[config.mk]
export PLATFORM = sky130hd
export DESIGN_NAME = bats_port
export DESIGN_NICKNAME = d
export VERILOG_FILES = /design/src/design/bats_pkg.sv /design/src/design/bats_acceptor.sv /design/src/design/bats_port.sv
export SDC_FILE = /design/constraint.sdc
export NUM_CORES = 1
export LEC_CHECK = 0
export BUFFER_PORTS_ARGS = -buffer_cell sky130_fd_sc_hd__buf_2
export CAP_MARGIN = 20
export CORE_ASPECT_RATIO = 1.25
export CORE_UTILIZATION = 39
export CTS_CLUSTER_DIAMETER = 40
export DETAILED_ROUTE_END_ITERATION = 16
export PLACE_DENSITY = 0.63
export RECOVER_POWER = 50
export SETUP_SLACK_MARGIN = 0.4
export SLEW_MARGIN = 20
export SYNTH_ARGS = -nofsm -noshare
export SYNTH_HDL_FRONTEND = slang
export SYNTH_SLANG_ARGS = --single-unit
[constraint.sdc]
create_clock -name sys_clk -period 8.17 [get_ports sys_clk]
set_input_delay 0.4085 -clock sys_clk [delete_from_list [all_inputs] [get_ports sys_clk]]
set_output_delay 0.4085 -clock sys_clk [all_outputs]
set_load 0.02 [all_outputs]
[src/design/bats_pkg.sv]
// constants, state types and timing counts for the bus address, termination and serial poll block
// assumes a single 100 MHz clock domain and logical (asserted = 1) bus levels at every port

package bats_pkg;

  localparam logic [7:0] LISTEN_BASE      = 8'h20;
  localparam logic [7:0] TALK_BASE        = 8'h40;
  localparam logic [7:0] SECOND_BASE      = 8'h60;
  localparam logic [7:0] UNLISTEN_CMD     = 8'h3f;
  localparam logic [7:0] UNTALK_CMD       = 8'h5f;
  localparam logic [7:0] POLL_ENABLE_CMD  = 8'h18;
  localparam logic [7:0] POLL_DISABLE_CMD = 8'h19;
  localparam logic [1:0] GROUP_LISTEN     = 2'h1;
  localparam logic [1:0] GROUP_TALK       = 2'h2;
  localparam logic [1:0] GROUP_SECOND     = 2'h3;
  localparam logic [4:0] ADDR_MAX         = 5'h1e;
  localparam logic [4:0] ADDR_NONE        = 5'h1f;
  localparam int         RQS_BIT          = 6;
  localparam int         COUNT_W          = 16;
  localparam logic [7:0] BYTE_RESET       = 8'h00;
  localparam logic [COUNT_W-1:0] COUNT_RESET = 16'h0000;
  localparam logic [COUNT_W-1:0] COUNT_ONE   = 16'h0001;

  localparam int CLK_PERIOD_NS = 10;
  localparam int DATA_SETTLE_NS = 30;
  localparam int SETTLE_RAW = (DATA_SETTLE_NS + CLK_PERIOD_NS - 1) / CLK_PERIOD_NS;
  localparam int SETTLE_CYCLES = (SETTLE_RAW < 1) ? 1 : SETTLE_RAW;
  localparam logic [3:0] SETTLE_LAST = 4'(SETTLE_CYCLES - 1);
  localparam logic [3:0] SETTLE_RESET = 4'h0;

  typedef enum logic [1:0] {ACC_READY, ACC_TAKE, ACC_WAIT} bats_acc_e;
  typedef enum logic [1:0] {SRC_IDLE, SRC_SETTLE, SRC_WAITRDY, SRC_DAV} bats_src_e;

endpackage : bats_pkg

[src/design/bats_acceptor.sv]
// acceptor side of the three-wire handshake: takes one byte per DAV pulse
// assumes davIn, dioIn, eoiIn and atnIn are synchronous, logical levels

`timescale 1ns/10ps
`default_nettype none

module bats_acceptor
  import bats_pkg::*;
(
  input  wire logic       sys_clk,
  input  wire logic       nrst,
  input  wire logic       active,
  input  wire logic       ready,
  input  wire logic       davIn,
  input  wire logic [7:0] dioIn,
  input  wire logic       eoiIn,
  input  wire logic       atnIn,
  output logic            nrfdAssert,
  output logic            ndacAssert,
  output logic            byteStrobe,
  output logic [7:0]      byteData,
  output logic            byteEoi,
  output logic            byteAtn
);

  typedef struct packed {
    bats_acc_e  state;
    logic [7:0] data;
    logic       eoi;
    logic       atn;
  } bats_acc_s;

  bats_acc_s cur;
  bats_acc_s next_cur;

  always_comb
  begin
    next_cur = cur;
    unique case (cur.state)
      ACC_READY:
      begin
        if (active && ready && davIn)
        begin
          next_cur.state = ACC_TAKE;
          next_cur.data  = dioIn;
          next_cur.eoi   = eoiIn;
          next_cur.atn   = atnIn;
        end
      end
      ACC_TAKE:
        next_cur.state = active ? ACC_WAIT : ACC_READY;
      ACC_WAIT:
      begin
        if (!davIn || !active)
          next_cur.state = ACC_READY;
      end
    endcase
  end

  always_ff @(posedge sys_clk or negedge nrst)
  begin
    if (!nrst)
      cur <= '{state: ACC_READY, data: BYTE_RESET, eoi: 1'b0, atn: 1'b0};
    else
      cur <= next_cur;
  end

  // not ready first, then accepted; NDAC returns once DAV drops
  assign nrfdAssert = active && (cur.state != ACC_READY || !ready);
  assign ndacAssert = active && (cur.state != ACC_WAIT);
  assign byteStrobe = (cur.state == ACC_TAKE);
  assign byteData   = cur.data;
  assign byteEoi    = cur.eoi;
  assign byteAtn    = cur.atn;

endmodule : bats_acceptor

`default_nettype wire

[src/design/bats_port.sv]
// device-side command decoder, addressing state, termination and serial poll
// assumes bus lines arrive synchronous as logical levels; an outside driver turns oe into open-collector

`timescale 1ns/10ps
`default_nettype none

module bats_port
  import bats_pkg::*;
(
  input  wire logic               sys_clk,
  input  wire logic               nrst,
  input  wire logic               atnIn,
  input  wire logic [7:0]         dioIn,
  output logic [7:0]              dioOut,
  output logic                    dioOe,
  input  wire logic               davIn,
  output logic                    davOut,
  output logic                    davOe,
  input  wire logic               nrfdIn,
  output logic                    nrfdOut,
  output logic                    nrfdOe,
  input  wire logic               ndacIn,
  output logic                    ndacOut,
  output logic                    ndacOe,
  input  wire logic               eoiIn,
  output logic                    eoiOut,
  output logic                    eoiOe,
  input  wire logic               srqIn,
  output logic                    srqOut,
  output logic                    srqOe,
  input  wire logic [4:0]         myAddr,
  input  wire logic               secEnable,
  input  wire logic [4:0]         mySecAddr,
  input  wire logic               eosEnable,
  input  wire logic               eoiEnable,
  input  wire logic               countEnable,
  input  wire logic [7:0]         eosChar,
  input  wire logic [COUNT_W-1:0] countLimit,
  input  wire logic               userReady,
  input  wire logic               readRestart,
  output logic                    rxValid,
  output logic [7:0]              rxData,
  output logic                    rxEnd,
  output logic                    endByEos,
  output logic                    endByEoi,
  output logic                    endByCount,
  output logic                    holdActive,
  input  wire logic               txValid,
  input  wire logic [7:0]         txData,
  input  wire logic               txLast,
  output logic                    txReady,
  output logic                    txDone,
  input  wire logic [7:0]         statusBits,
  input  wire logic               srqRequest,
  output logic                    listenActive,
  output logic                    talkActive,
  output logic                    pollMode,
  output logic                    srqActive
);

  typedef struct packed {
    logic               listen;
    logic               talk;
    logic               lpas;
    logic               tpas;
    logic               spMode;
    logic               spSent;
    logic               srq;
    logic               hold;
    logic [COUNT_W-1:0] count;
    logic               rxValid;
    logic [7:0]         rxData;
    logic               rxEnd;
    logic               endEos;
    logic               endEoi;
    logic               endCount;
    bats_src_e          src;
    logic [3:0]         settle;
    logic [7:0]         txByte;
    logic               txEoi;
    logic               txIsPoll;
  } bats_port_s;

  bats_port_s cur;
  bats_port_s next_cur;

  logic               accStb;
  logic [7:0]         accData;
  logic               accEoi;
  logic               accAtn;
  logic               accActive;
  logic               accReady;
  logic               isCmd;
  logic               isData;
  logic [7:0]         cmdByte;
  logic [1:0]         cmdGroup;
  logic [4:0]         cmdAddr;
  logic               addrValid;
  logic               ownAddr;
  logic [COUNT_W-1:0] cntNext;
  logic               eosHit;
  logic               eoiHit;
  logic               cntHit;
  logic               spLoad;
  logic               pollDone;
  logic               byteDone;

  // commands always handshaken; data only while listening and not held
  assign accActive = atnIn || cur.listen;
  assign accReady  = atnIn || (cur.listen && !cur.hold && userReady);

  bats_acceptor u_acceptor (
    .sys_clk    (sys_clk),
    .nrst       (nrst),
    .active     (accActive),
    .ready      (accReady),
    .davIn      (davIn),
    .dioIn      (dioIn),
    .eoiIn      (eoiIn),
    .atnIn      (atnIn),
    .nrfdAssert (nrfdOe),
    .ndacAssert (ndacOe),
    .byteStrobe (accStb),
    .byteData   (accData),
    .byteEoi    (accEoi),
    .byteAtn    (accAtn)
  );

  assign isCmd     = accStb && accAtn;
  assign isData    = accStb && !accAtn && cur.listen;
  assign cmdByte   = {1'b0, accData[6:0]};
  assign cmdGroup  = accData[6:5];
  assign cmdAddr   = accData[4:0];
  assign addrValid = (myAddr <= ADDR_MAX);
  assign ownAddr   = addrValid && (cmdAddr == myAddr);

  // termination tests see data bytes only
  assign cntNext = cur.count + COUNT_ONE;
  assign eosHit  = isData && eosEnable && (accData == eosChar);
  assign eoiHit  = isData && eoiEnable && accEoi;
  assign cntHit  = isData && countEnable && (cntNext >= countLimit);

  assign spLoad   = (cur.src == SRC_IDLE) && cur.talk && cur.spMode && !cur.spSent && !atnIn;
  assign txReady  = (cur.src == SRC_IDLE) && cur.talk && !cur.spMode && !atnIn;
  assign byteDone = (cur.src == SRC_DAV) && !ndacIn && !atnIn && cur.talk;
  assign pollDone = byteDone && cur.txIsPoll;

  always_comb
  begin
    next_cur          = cur;
    next_cur.rxValid  = 1'b0;
    next_cur.rxEnd    = 1'b0;
    next_cur.endEos   = 1'b0;
    next_cur.endEoi   = 1'b0;
    next_cur.endCount = 1'b0;

    if (isCmd)
    begin
      // a pending primary match lives for the very next command only
      next_cur.lpas = 1'b0;
      next_cur.tpas = 1'b0;
      if (cmdByte == UNLISTEN_CMD)
        next_cur.listen = 1'b0;
      else if (cmdByte == UNTALK_CMD)
        next_cur.talk = 1'b0;
      else if (cmdByte == POLL_ENABLE_CMD)
      begin
        next_cur.spMode = 1'b1;
        next_cur.spSent = 1'b0;
      end
      else if (cmdByte == POLL_DISABLE_CMD)
        next_cur.spMode = 1'b0;
      else if (cmdGroup == GROUP_LISTEN)
      begin
        if (ownAddr && secEnable)
          next_cur.lpas = 1'b1;
        else if (ownAddr)
          next_cur.listen = 1'b1;
      end
      else if (cmdGroup == GROUP_TALK)
      begin
        if (ownAddr && secEnable)
          next_cur.tpas = 1'b1;
        else if (ownAddr)
          next_cur.talk = 1'b1;
        else
          next_cur.talk = 1'b0;
      end
      else if (cmdGroup == GROUP_SECOND && cmdAddr != ADDR_NONE)
      begin
        if (cur.lpas && cmdAddr == mySecAddr)
          next_cur.listen = 1'b1;
        if (cur.tpas && cmdAddr == mySecAddr)
          next_cur.talk = 1'b1;
      end
    end

    if (readRestart)
    begin
      next_cur.hold  = 1'b0;
      next_cur.count = COUNT_RESET;
    end

    if (isData)
    begin
      next_cur.rxValid  = 1'b1;
      next_cur.rxData   = accData;
      next_cur.endEos   = eosHit;
      next_cur.endEoi   = eoiHit;
      next_cur.endCount = cntHit;
      next_cur.rxEnd    = eosHit || eoiHit || cntHit;
      next_cur.count    = (eosHit || eoiHit || cntHit) ? COUNT_RESET : cntNext;
      if (cntHit)
        next_cur.hold = 1'b1;
    end

    unique case (cur.src)
      SRC_IDLE:
      begin
        if (spLoad)
        begin
          next_cur.txByte   = {statusBits[7], cur.srq, statusBits[5:0]};
          next_cur.txEoi    = 1'b0;
          next_cur.txIsPoll = 1'b1;
          next_cur.spSent   = 1'b1;
          next_cur.src      = SRC_SETTLE;
          next_cur.settle   = SETTLE_RESET;
        end
        else if (txValid && txReady)
        begin
          next_cur.txByte   = txData;
          // end character goes out with end line when both are in use
          next_cur.txEoi    = txLast || (eoiEnable && eosEnable && txData == eosChar);
          next_cur.txIsPoll = 1'b0;
          next_cur.src      = SRC_SETTLE;
          next_cur.settle   = SETTLE_RESET;
        end
      end
      SRC_SETTLE:
      begin
        if (!atnIn)
        begin
          if (cur.settle == SETTLE_LAST)
            next_cur.src = SRC_WAITRDY;
          else
            next_cur.settle = cur.settle + 4'h1;
        end
      end
      SRC_WAITRDY:
      begin
        if (!nrfdIn)
          next_cur.src = SRC_DAV;
      end
      SRC_DAV:
      begin
        if (!ndacIn)
          next_cur.src = SRC_IDLE;
      end
    endcase

    // ATN seizes the bus: step back and resettle the same byte
    if (atnIn && (cur.src == SRC_WAITRDY || cur.src == SRC_DAV))
    begin
      next_cur.src    = SRC_SETTLE;
      next_cur.settle = SETTLE_RESET;
    end
    if (!cur.talk)
      next_cur.src = SRC_IDLE;

    if (pollDone)
      next_cur.srq = 1'b0;
    if (srqRequest)
      next_cur.srq = 1'b1;
  end

  always_ff @(posedge sys_clk or negedge nrst)
  begin
    if (!nrst)
      cur <= '{listen: 1'b0, talk: 1'b0, lpas: 1'b0, tpas: 1'b0, spMode: 1'b0, spSent: 1'b0,
               srq: 1'b0, hold: 1'b0, count: COUNT_RESET, rxValid: 1'b0, rxData: BYTE_RESET,
               rxEnd: 1'b0, endEos: 1'b0, endEoi: 1'b0, endCount: 1'b0, src: SRC_IDLE,
               settle: SETTLE_RESET, txByte: BYTE_RESET, txEoi: 1'b0, txIsPoll: 1'b0};
    else
      cur <= next_cur;
  end

  assign dioOut       = cur.txByte;
  assign dioOe        = (cur.src != SRC_IDLE) && !atnIn;
  assign davOut       = davOe;
  assign davOe        = (cur.src == SRC_DAV) && !atnIn;
  assign eoiOut       = eoiOe;
  assign eoiOe        = dioOe && cur.txEoi;
  assign nrfdOut      = nrfdOe;
  assign ndacOut      = ndacOe;
  // service request line needs no addressing
  assign srqOut       = srqOe;
  assign srqOe        = cur.srq;
  assign txDone       = byteDone;
  assign rxValid      = cur.rxValid;
  assign rxData       = cur.rxData;
  assign rxEnd        = cur.rxEnd;
  assign endByEos     = cur.endEos;
  assign endByEoi     = cur.endEoi;
  assign endByCount   = cur.endCount;
  assign holdActive   = cur.hold;
  assign listenActive = cur.listen;
  assign talkActive   = cur.talk;
  assign pollMode     = cur.spMode;
  assign srqActive    = cur.srq;
endmodule : bats_port

`default_nettype wire

Word level (Yosys, flattened, before mapping)
Index checks and enable logic that the tools add are counted.

Output and inout bits: 39. Logic and storage cells: 193. Memories kept: 0. ROM bits: 0. Bits of input ports: 75. RAM bits: 0. Bits in registers: 65. Latch bits: 0.

Div/mod/pow operators: 0. Shift operators: 0. Bitwise gates (word level): 2. Reduce and logical (&&, ||, !) cells: 75. Eq/ne operators: 39. Multiply operators: 0. Add/subtract/negate cells: 2. Order comparisons: 2. Multiplexer cells: 49.

Operator list (number): 16-bit 2-to-1 mux (3); 1-bit logical AND (37); 30-bit 2-to-1 mux (1); 1-bit 2-to-1 mux (26); 4-bit 2-to-1 mux (5); 3-bit != test (second input constant) (6); 17-bit 2-to-1 mux (1); 16-bit by 1-bit adder with 16-bit output (second input constant) (1); 8-bit == test (2); 16-bit greater-or-equal comparator (1); 3-bit nonzero test (5); 7-bit by 5-bit == test with 1-bit output (second input constant) (2); 2-bit 2-to-1 mux (7); 2-bit != test (second input constant) (7); 12-bit 2-to-1 mux (1); 6-bit 2-to-1 mux (2); 2-bit nonzero test (6); 2-bit == test (second input constant) (5); 5-bit == test (2); 1-bit zero test (9); 9-bit AND reduction (1); 1-bit logical OR (8); 4-bit by 3-bit != test with 1-bit output (second input constant) (2); 4-bit != test (second input constant) (2); other kinds (19) (27).

Longest topological paths before layout
Depth after elaboration: 13. Depth in mapped cells: 13.

Modules after synthesis
From an unflattened synthesis, not the netlist that was laid out.

Cell total of the unflattened synthesis: 439. Area total of the unflattened synthesis: 4167.7 µm².

Modules (own cells, without submodules): bats_port (area each 3547.2 µm², times used 1, seq. area each 1326.3 µm², cells each 391); bats_acceptor (area each 620.6 µm², times used 1, seq. area each 300.3 µm², cells each 48).

Least setup slack after synthesis
OpenSTA, ideal clock, no wires.

Path kind: register -> register. From: register cur[31] in the netlist's numbering. To: register cur[40] in the netlist's numbering. Library setup time: 0.083 ns. Clock period less this slack: 3.253 ns. Path slack: 4.917 ns. Required time: 8.087 ns. Arrival time: 3.170 ns. Cell stages (with the launch flop): 13. Cell sequence: dfrtp_1 -> nand3_1 -> nor3_1 -> nand3_1 -> or3_1 -> nand2_1 -> ha_1 -> and3_1 -> a21oi_1 -> nand3_1 -> o31a_1 -> or4b_2 -> o21ai_0.

Word-level cells in the longest chain between the ends: 6.

Ends and longest elaborated chain: from (decl) (line bats_port.sv:84) `bats_port_s cur;`; from (signal assigned) (line bats_port.sv:279) `cur <= '{listen: 1'b0, talk: 1'b0, lpas: 1'b0, tpas: 1'b0, spMode: 1'b0, spSent: 1'b0,`; from (signal assigned) (line bats_port.sv:284) `cur <= next_cur;`; 16-bit by 1-bit adder with 16-bit output (*) (line bats_port.sv:138) `assign cntNext = cur.count + COUNT_ONE;`; 16-bit greater-or-equal comparator (line bats_port.sv:141) `assign cntHit = isData && countEnable && (cntNext >= countLimit);`; 1-bit logical AND (line bats_port.sv:141); 1-bit logical OR (line bats_port.sv:212) `next_cur.count = (eosHit || eoiHit || cntHit) ? COUNT_RESET : cntNext;`; 16-bit 2-to-1 mux (*) (line bats_port.sv:212); 30-bit 2-to-1 mux (*) (line bats_port.sv:204) `if (isData)`.

Every way passes the cells marked *; elsewhere a longest branch is shown, timed or not. A chain may end at the register's enable or synchronous reset.

Worst setup path in the final report
From: register cur[31] in the netlist's numbering. To: register cur[42] in the netlist's numbering.

The elaborated chain is that of the path after synthesis.

==> impl_metrics.csv <==
group,metric,value,unit
timing,timing_worst_slew_pin_value,3500,ps
setup_path,crit_path_top_delay_cell,"nor2_1",
synth,synthCells,439,
cts,cts.repair.resized,0,
synth,netlist-cell-type-count,54,
timing,final_cycle_share,0.488,
place,placement.io_buffers,111,
power,peakVddDrop,0.105,mV
die,core_area,10200,um2
setup_path,cp.buffers_inverters,0,
synth,synth_seq_cells,65,
synth,syn-mean-instance-area,9.33,um2
worst_hold_path,worstHoldStart,"srqRequest",
setup_path,crit_top_cell,"nand3_1",
setup_path,data_arrival_time_of_the_critical_path,4250,ps
global_routing,grt_antenna_before_repair,1,
cells_and_area,fillerInstances,996,
setup_path,slowest_delay,690,ps
global_routing,first_global_vias,3410,
setup_path,crit_cells,12,
synth,synth_sequential_area_ratio,0.397,
cts,clk_transition_reported_paths,50,ps
setup_path,required,8430,ps
cts,clock_tree.root_cell,"clkbuf_16",
cts,max_h_tree_level,3,
global_routing,first_pass_grt_wire_length,15900,um
place,place.gp.congestion,0.814,
cts,post_cts_hold_buffer_count,0,
synth,yosys.cell_count.top_type,"dfrtp_1",
setup_path,rr_worst_depth,12,
setup_path,crit_path_start_kind,"register",
cts,cts_tree,"yes",
timing,setup_violations_final,0,
die,die-area,10900,um2
power,power_density,288,nW/um2
global_routing,grt_max_degree,66,
cts,postCtsSetupRepairBufs,0,
timing,timing.clock.skew,4.37,ps
global_routing,grt.total_usage,0.189,
power,seqPwrFrac,0.371,
cts,cts_num_sinks,65,
cells_and_area,total_area_of_multi_input_combinational_cells,2140,um2
power,swShare,0.387,
die,initial_core_util,0.403,
synth,post_synth_instance_area,4090,um2
setup_path,maximum_net_fanout_on_the_critical_path,14,
cells_and_area,antenna_cells_inserted,0,
die,die-width,93.6,um
synth,synth_nets,540,
cells_and_area,final_layout_size_suffix_gt1_frac,0.237,
setup_path,end_kind,"register",
cts,clk-insertion-delay-late,320,ps
power,power.share.combinational,0.365,
place,place_hpwl,7460,um
global_routing,global_route.overflow_total,0,
route,drcViolationCount,0,
cts,clock_path_buffers,2,
route,dr.pass1.iters,4,
job,max_cap_viol_count,1,
worst_hold_path,min_path_type,"in -> reg",
timing,maxSlewHeadroom,-1.33,
timing,setup_tns,0,ps
route,route.antenna.remaining_nets,0,
die,rows,41,
route,detailroute.via_count,3447,
synth,synth_largest_area_cell,"dfrtp_1",
cells_and_area,num-nets-final,626,
timing,period_needed,3990,ps
route,routed_length_per_placed_instance,14.8,um
timing,grt_setup_unrepaired,"false",
setup_path,crit_type,"reg -> reg",
route,drt_iter0_drc,85,
synth,synth_common_cells,"65 x dfrtp_1, 63 x nand2_1, 27 x inv_1, 26 x ha_1",
synth,ys_warn_count,0,
power,report.power.total,0.00140,W
power,clock_power_share,0.264,
die,die_height,117,um
setup_path,timing.critical_path.max_delay_family,"simple AND/OR/NAND/NOR gates",
synth,dominantRegCellSynth,"dfrtp_1",
route,drt_wl_total,9740,um
die,io_pins,114,
cts,cts_made_buffers,9,
run_status,run_status,"finished, violations left",
power,internal-power,0.000858,W
route,avgViaCountPerCell,5.25,
synth,async_flop_share,1.00,
synth,synth.top_cells.by_area,"dfrtp_1 40%, ha_1 7.9%, nand2_1 5.8%",
run_status,failing_checks,"max-capacitance violations, max-slew violations",
synth,synthDominantCellAreaShare,0.397,
power,cellLeakagePower,2.50,nW
timing,timing_max_transition_violations_final,66,
setup_path,cp_cell_sequence,"nand3_1, nor3_1, nand3_1, or3_1, nand2_1, ha_1, and3_1, a21oi_1, nand3_1, o31a_1, nor2_1, a221o_1",
worst_hold_path,worst_hold_path.num_cells,2,
cells_and_area,areaGrowthSynthToFinish,18.7,%
synth,count_of_flip_flops_with_a_built_in_enable_after_synthesis,0,
power,p_switching,0.000542,W
cells_and_area,area_taken_by_flip_flops_and_latches,1630,um2
setup_path,regToRegStartpoint,"cur[31]$_DFFE_PN0P_",
timing,fmax,0.251,GHz
setup_path,setup.worst_path.start,"cur[31]$_DFFE_PN0P_",
timing,final_hold_violation_count,0,
==> state kept, by name (all words and copies together), names as in the netlist <==
name / cells
cur: 27
dioOut: 8
rxData: 8
u_acceptor.byteData: 8
u_acceptor.cur: 2
endByCount: 1
endByEoi: 1
endByEos: 1
holdActive: 1
listenActive: 1
pollMode: 1
rxEnd: 1
rxValid: 1
srqActive: 1
talkActive: 1
u_acceptor.byteAtn: 1
u_acceptor.byteEoi: 1
==> worst reg2reg max path, delay by kind of cell (launching register included) <==
kind                     cells  cell delay, ps
adder cells (fa/ha/maj)      1             230
AND/OR/NAND/NOR              8            2390
AO/OA/AOI/OAI                3             860
flip-flops                   1             460
==> logic make-up after synthesis <==
group,share of synthesized area
and+or+nand+nor,0.176
adders and majority gates,0.0795
muxes,0.0572
xor gates and xnor gates,0.0792
DFF,0.397
buffers and inverters,0.0813
AOI/OAI and AO/OA,0.130
==> worst paths after layout <==
| check | endpoint | slack [ps] |
|---|---|---|
| min in group asynchronous | cur[14]$_DFFE_PN0P_ | 1360 |
| max in group asynchronous | rxData[7]$_DFFE_PN0P_ | 4820 |
| min reg2reg | rxData[6]$_DFFE_PN0P_ | 480 |
| max | cur[42]$_DFFE_PN0P_ | 4180 |
| min | srqActive$_DFFE_PN0P_ | 270 |
| max reg2reg | cur[42]$_DFFE_PN0P_ | 4180 |
==> area by class of cell <==
cell class                      count  share of cell area
Timing Repair Buffer              113               0.112
Inverter                           28              0.0216
Tap cell                          129              0.0332
Clock inverter                      4             0.00927
Multi-Input combinational cell    308               0.440
Sequential cell                    65               0.335
Clock buffer                       10              0.0492
==> through the flow <==
stage | hold WS (ps) | utilization | instance area [um2] | instances | worst slack, ps
floorplan | 113 | - | 4090 | 439 | 4920
global placement | 457 | 0.453 | 4600 | 643 | 4250
detailed placement | 462 | 0.453 | 4600 | 643 | 4190
CTS | 253 | 0.481 | 4890 | 657 | 4160
global route | 265 | 0.479 | 4860 | 657 | 3900
finish | 267 | 0.479 | 4860 | 657 | 4180
==> cells in the final DEF, fill, tap and decap left out, types with 3 or more instances in the layout <==
master      n
a211oi_1    5
a21o_1      9
a21oi_1    12
a221o_1     3
a22o_1      8
a41oi_1     3
and2_1      3
and3_1      5
buf_2      92
clkbuf_1   20
clkbuf_16   9
clkinv_2    3
dfrtp_1    65
ha_1       26
inv_1      27
mux2_2     10
mux2i_1    11
nand2_1    63
nand3_1    13
nand3b_1    3
nand4_1     7
nor2_1     20
nor3_1      6
nor4_1      6
o21ai_0    22
or3_1       4
xnor2_1    17
xor2_1     20
==> metal layers <==
| layer | share of wire | track usage |
|---|---|---|
| met1 | 0.43 | 0.223 |
| met2 | 0.49 | 0.333 |
| met3 | 0.062 | 0.0514 |
| met4 | 0.015 | 0.0646 |
| met5 | 0.0013 | 0 |
==> power by group through the flow <==
| stage | Sequential (W) | Clock [W] | Combinational [W] |
|---|---|---|---|
| global placement | 0.000520 | 0 | 0.000513 |
| CTS | 0.000520 | 0.000380 | 0.000527 |
| detailed placement | 0.000525 | 0 | 0.000525 |
| global route | 0.000533 | 0.000394 | 0.000573 |
| floorplan | 0.000470 | 0 | 0.000467 |
| finish | 0.000519 | 0.000370 | 0.000511 |
(Power assumes the default switching activity.)
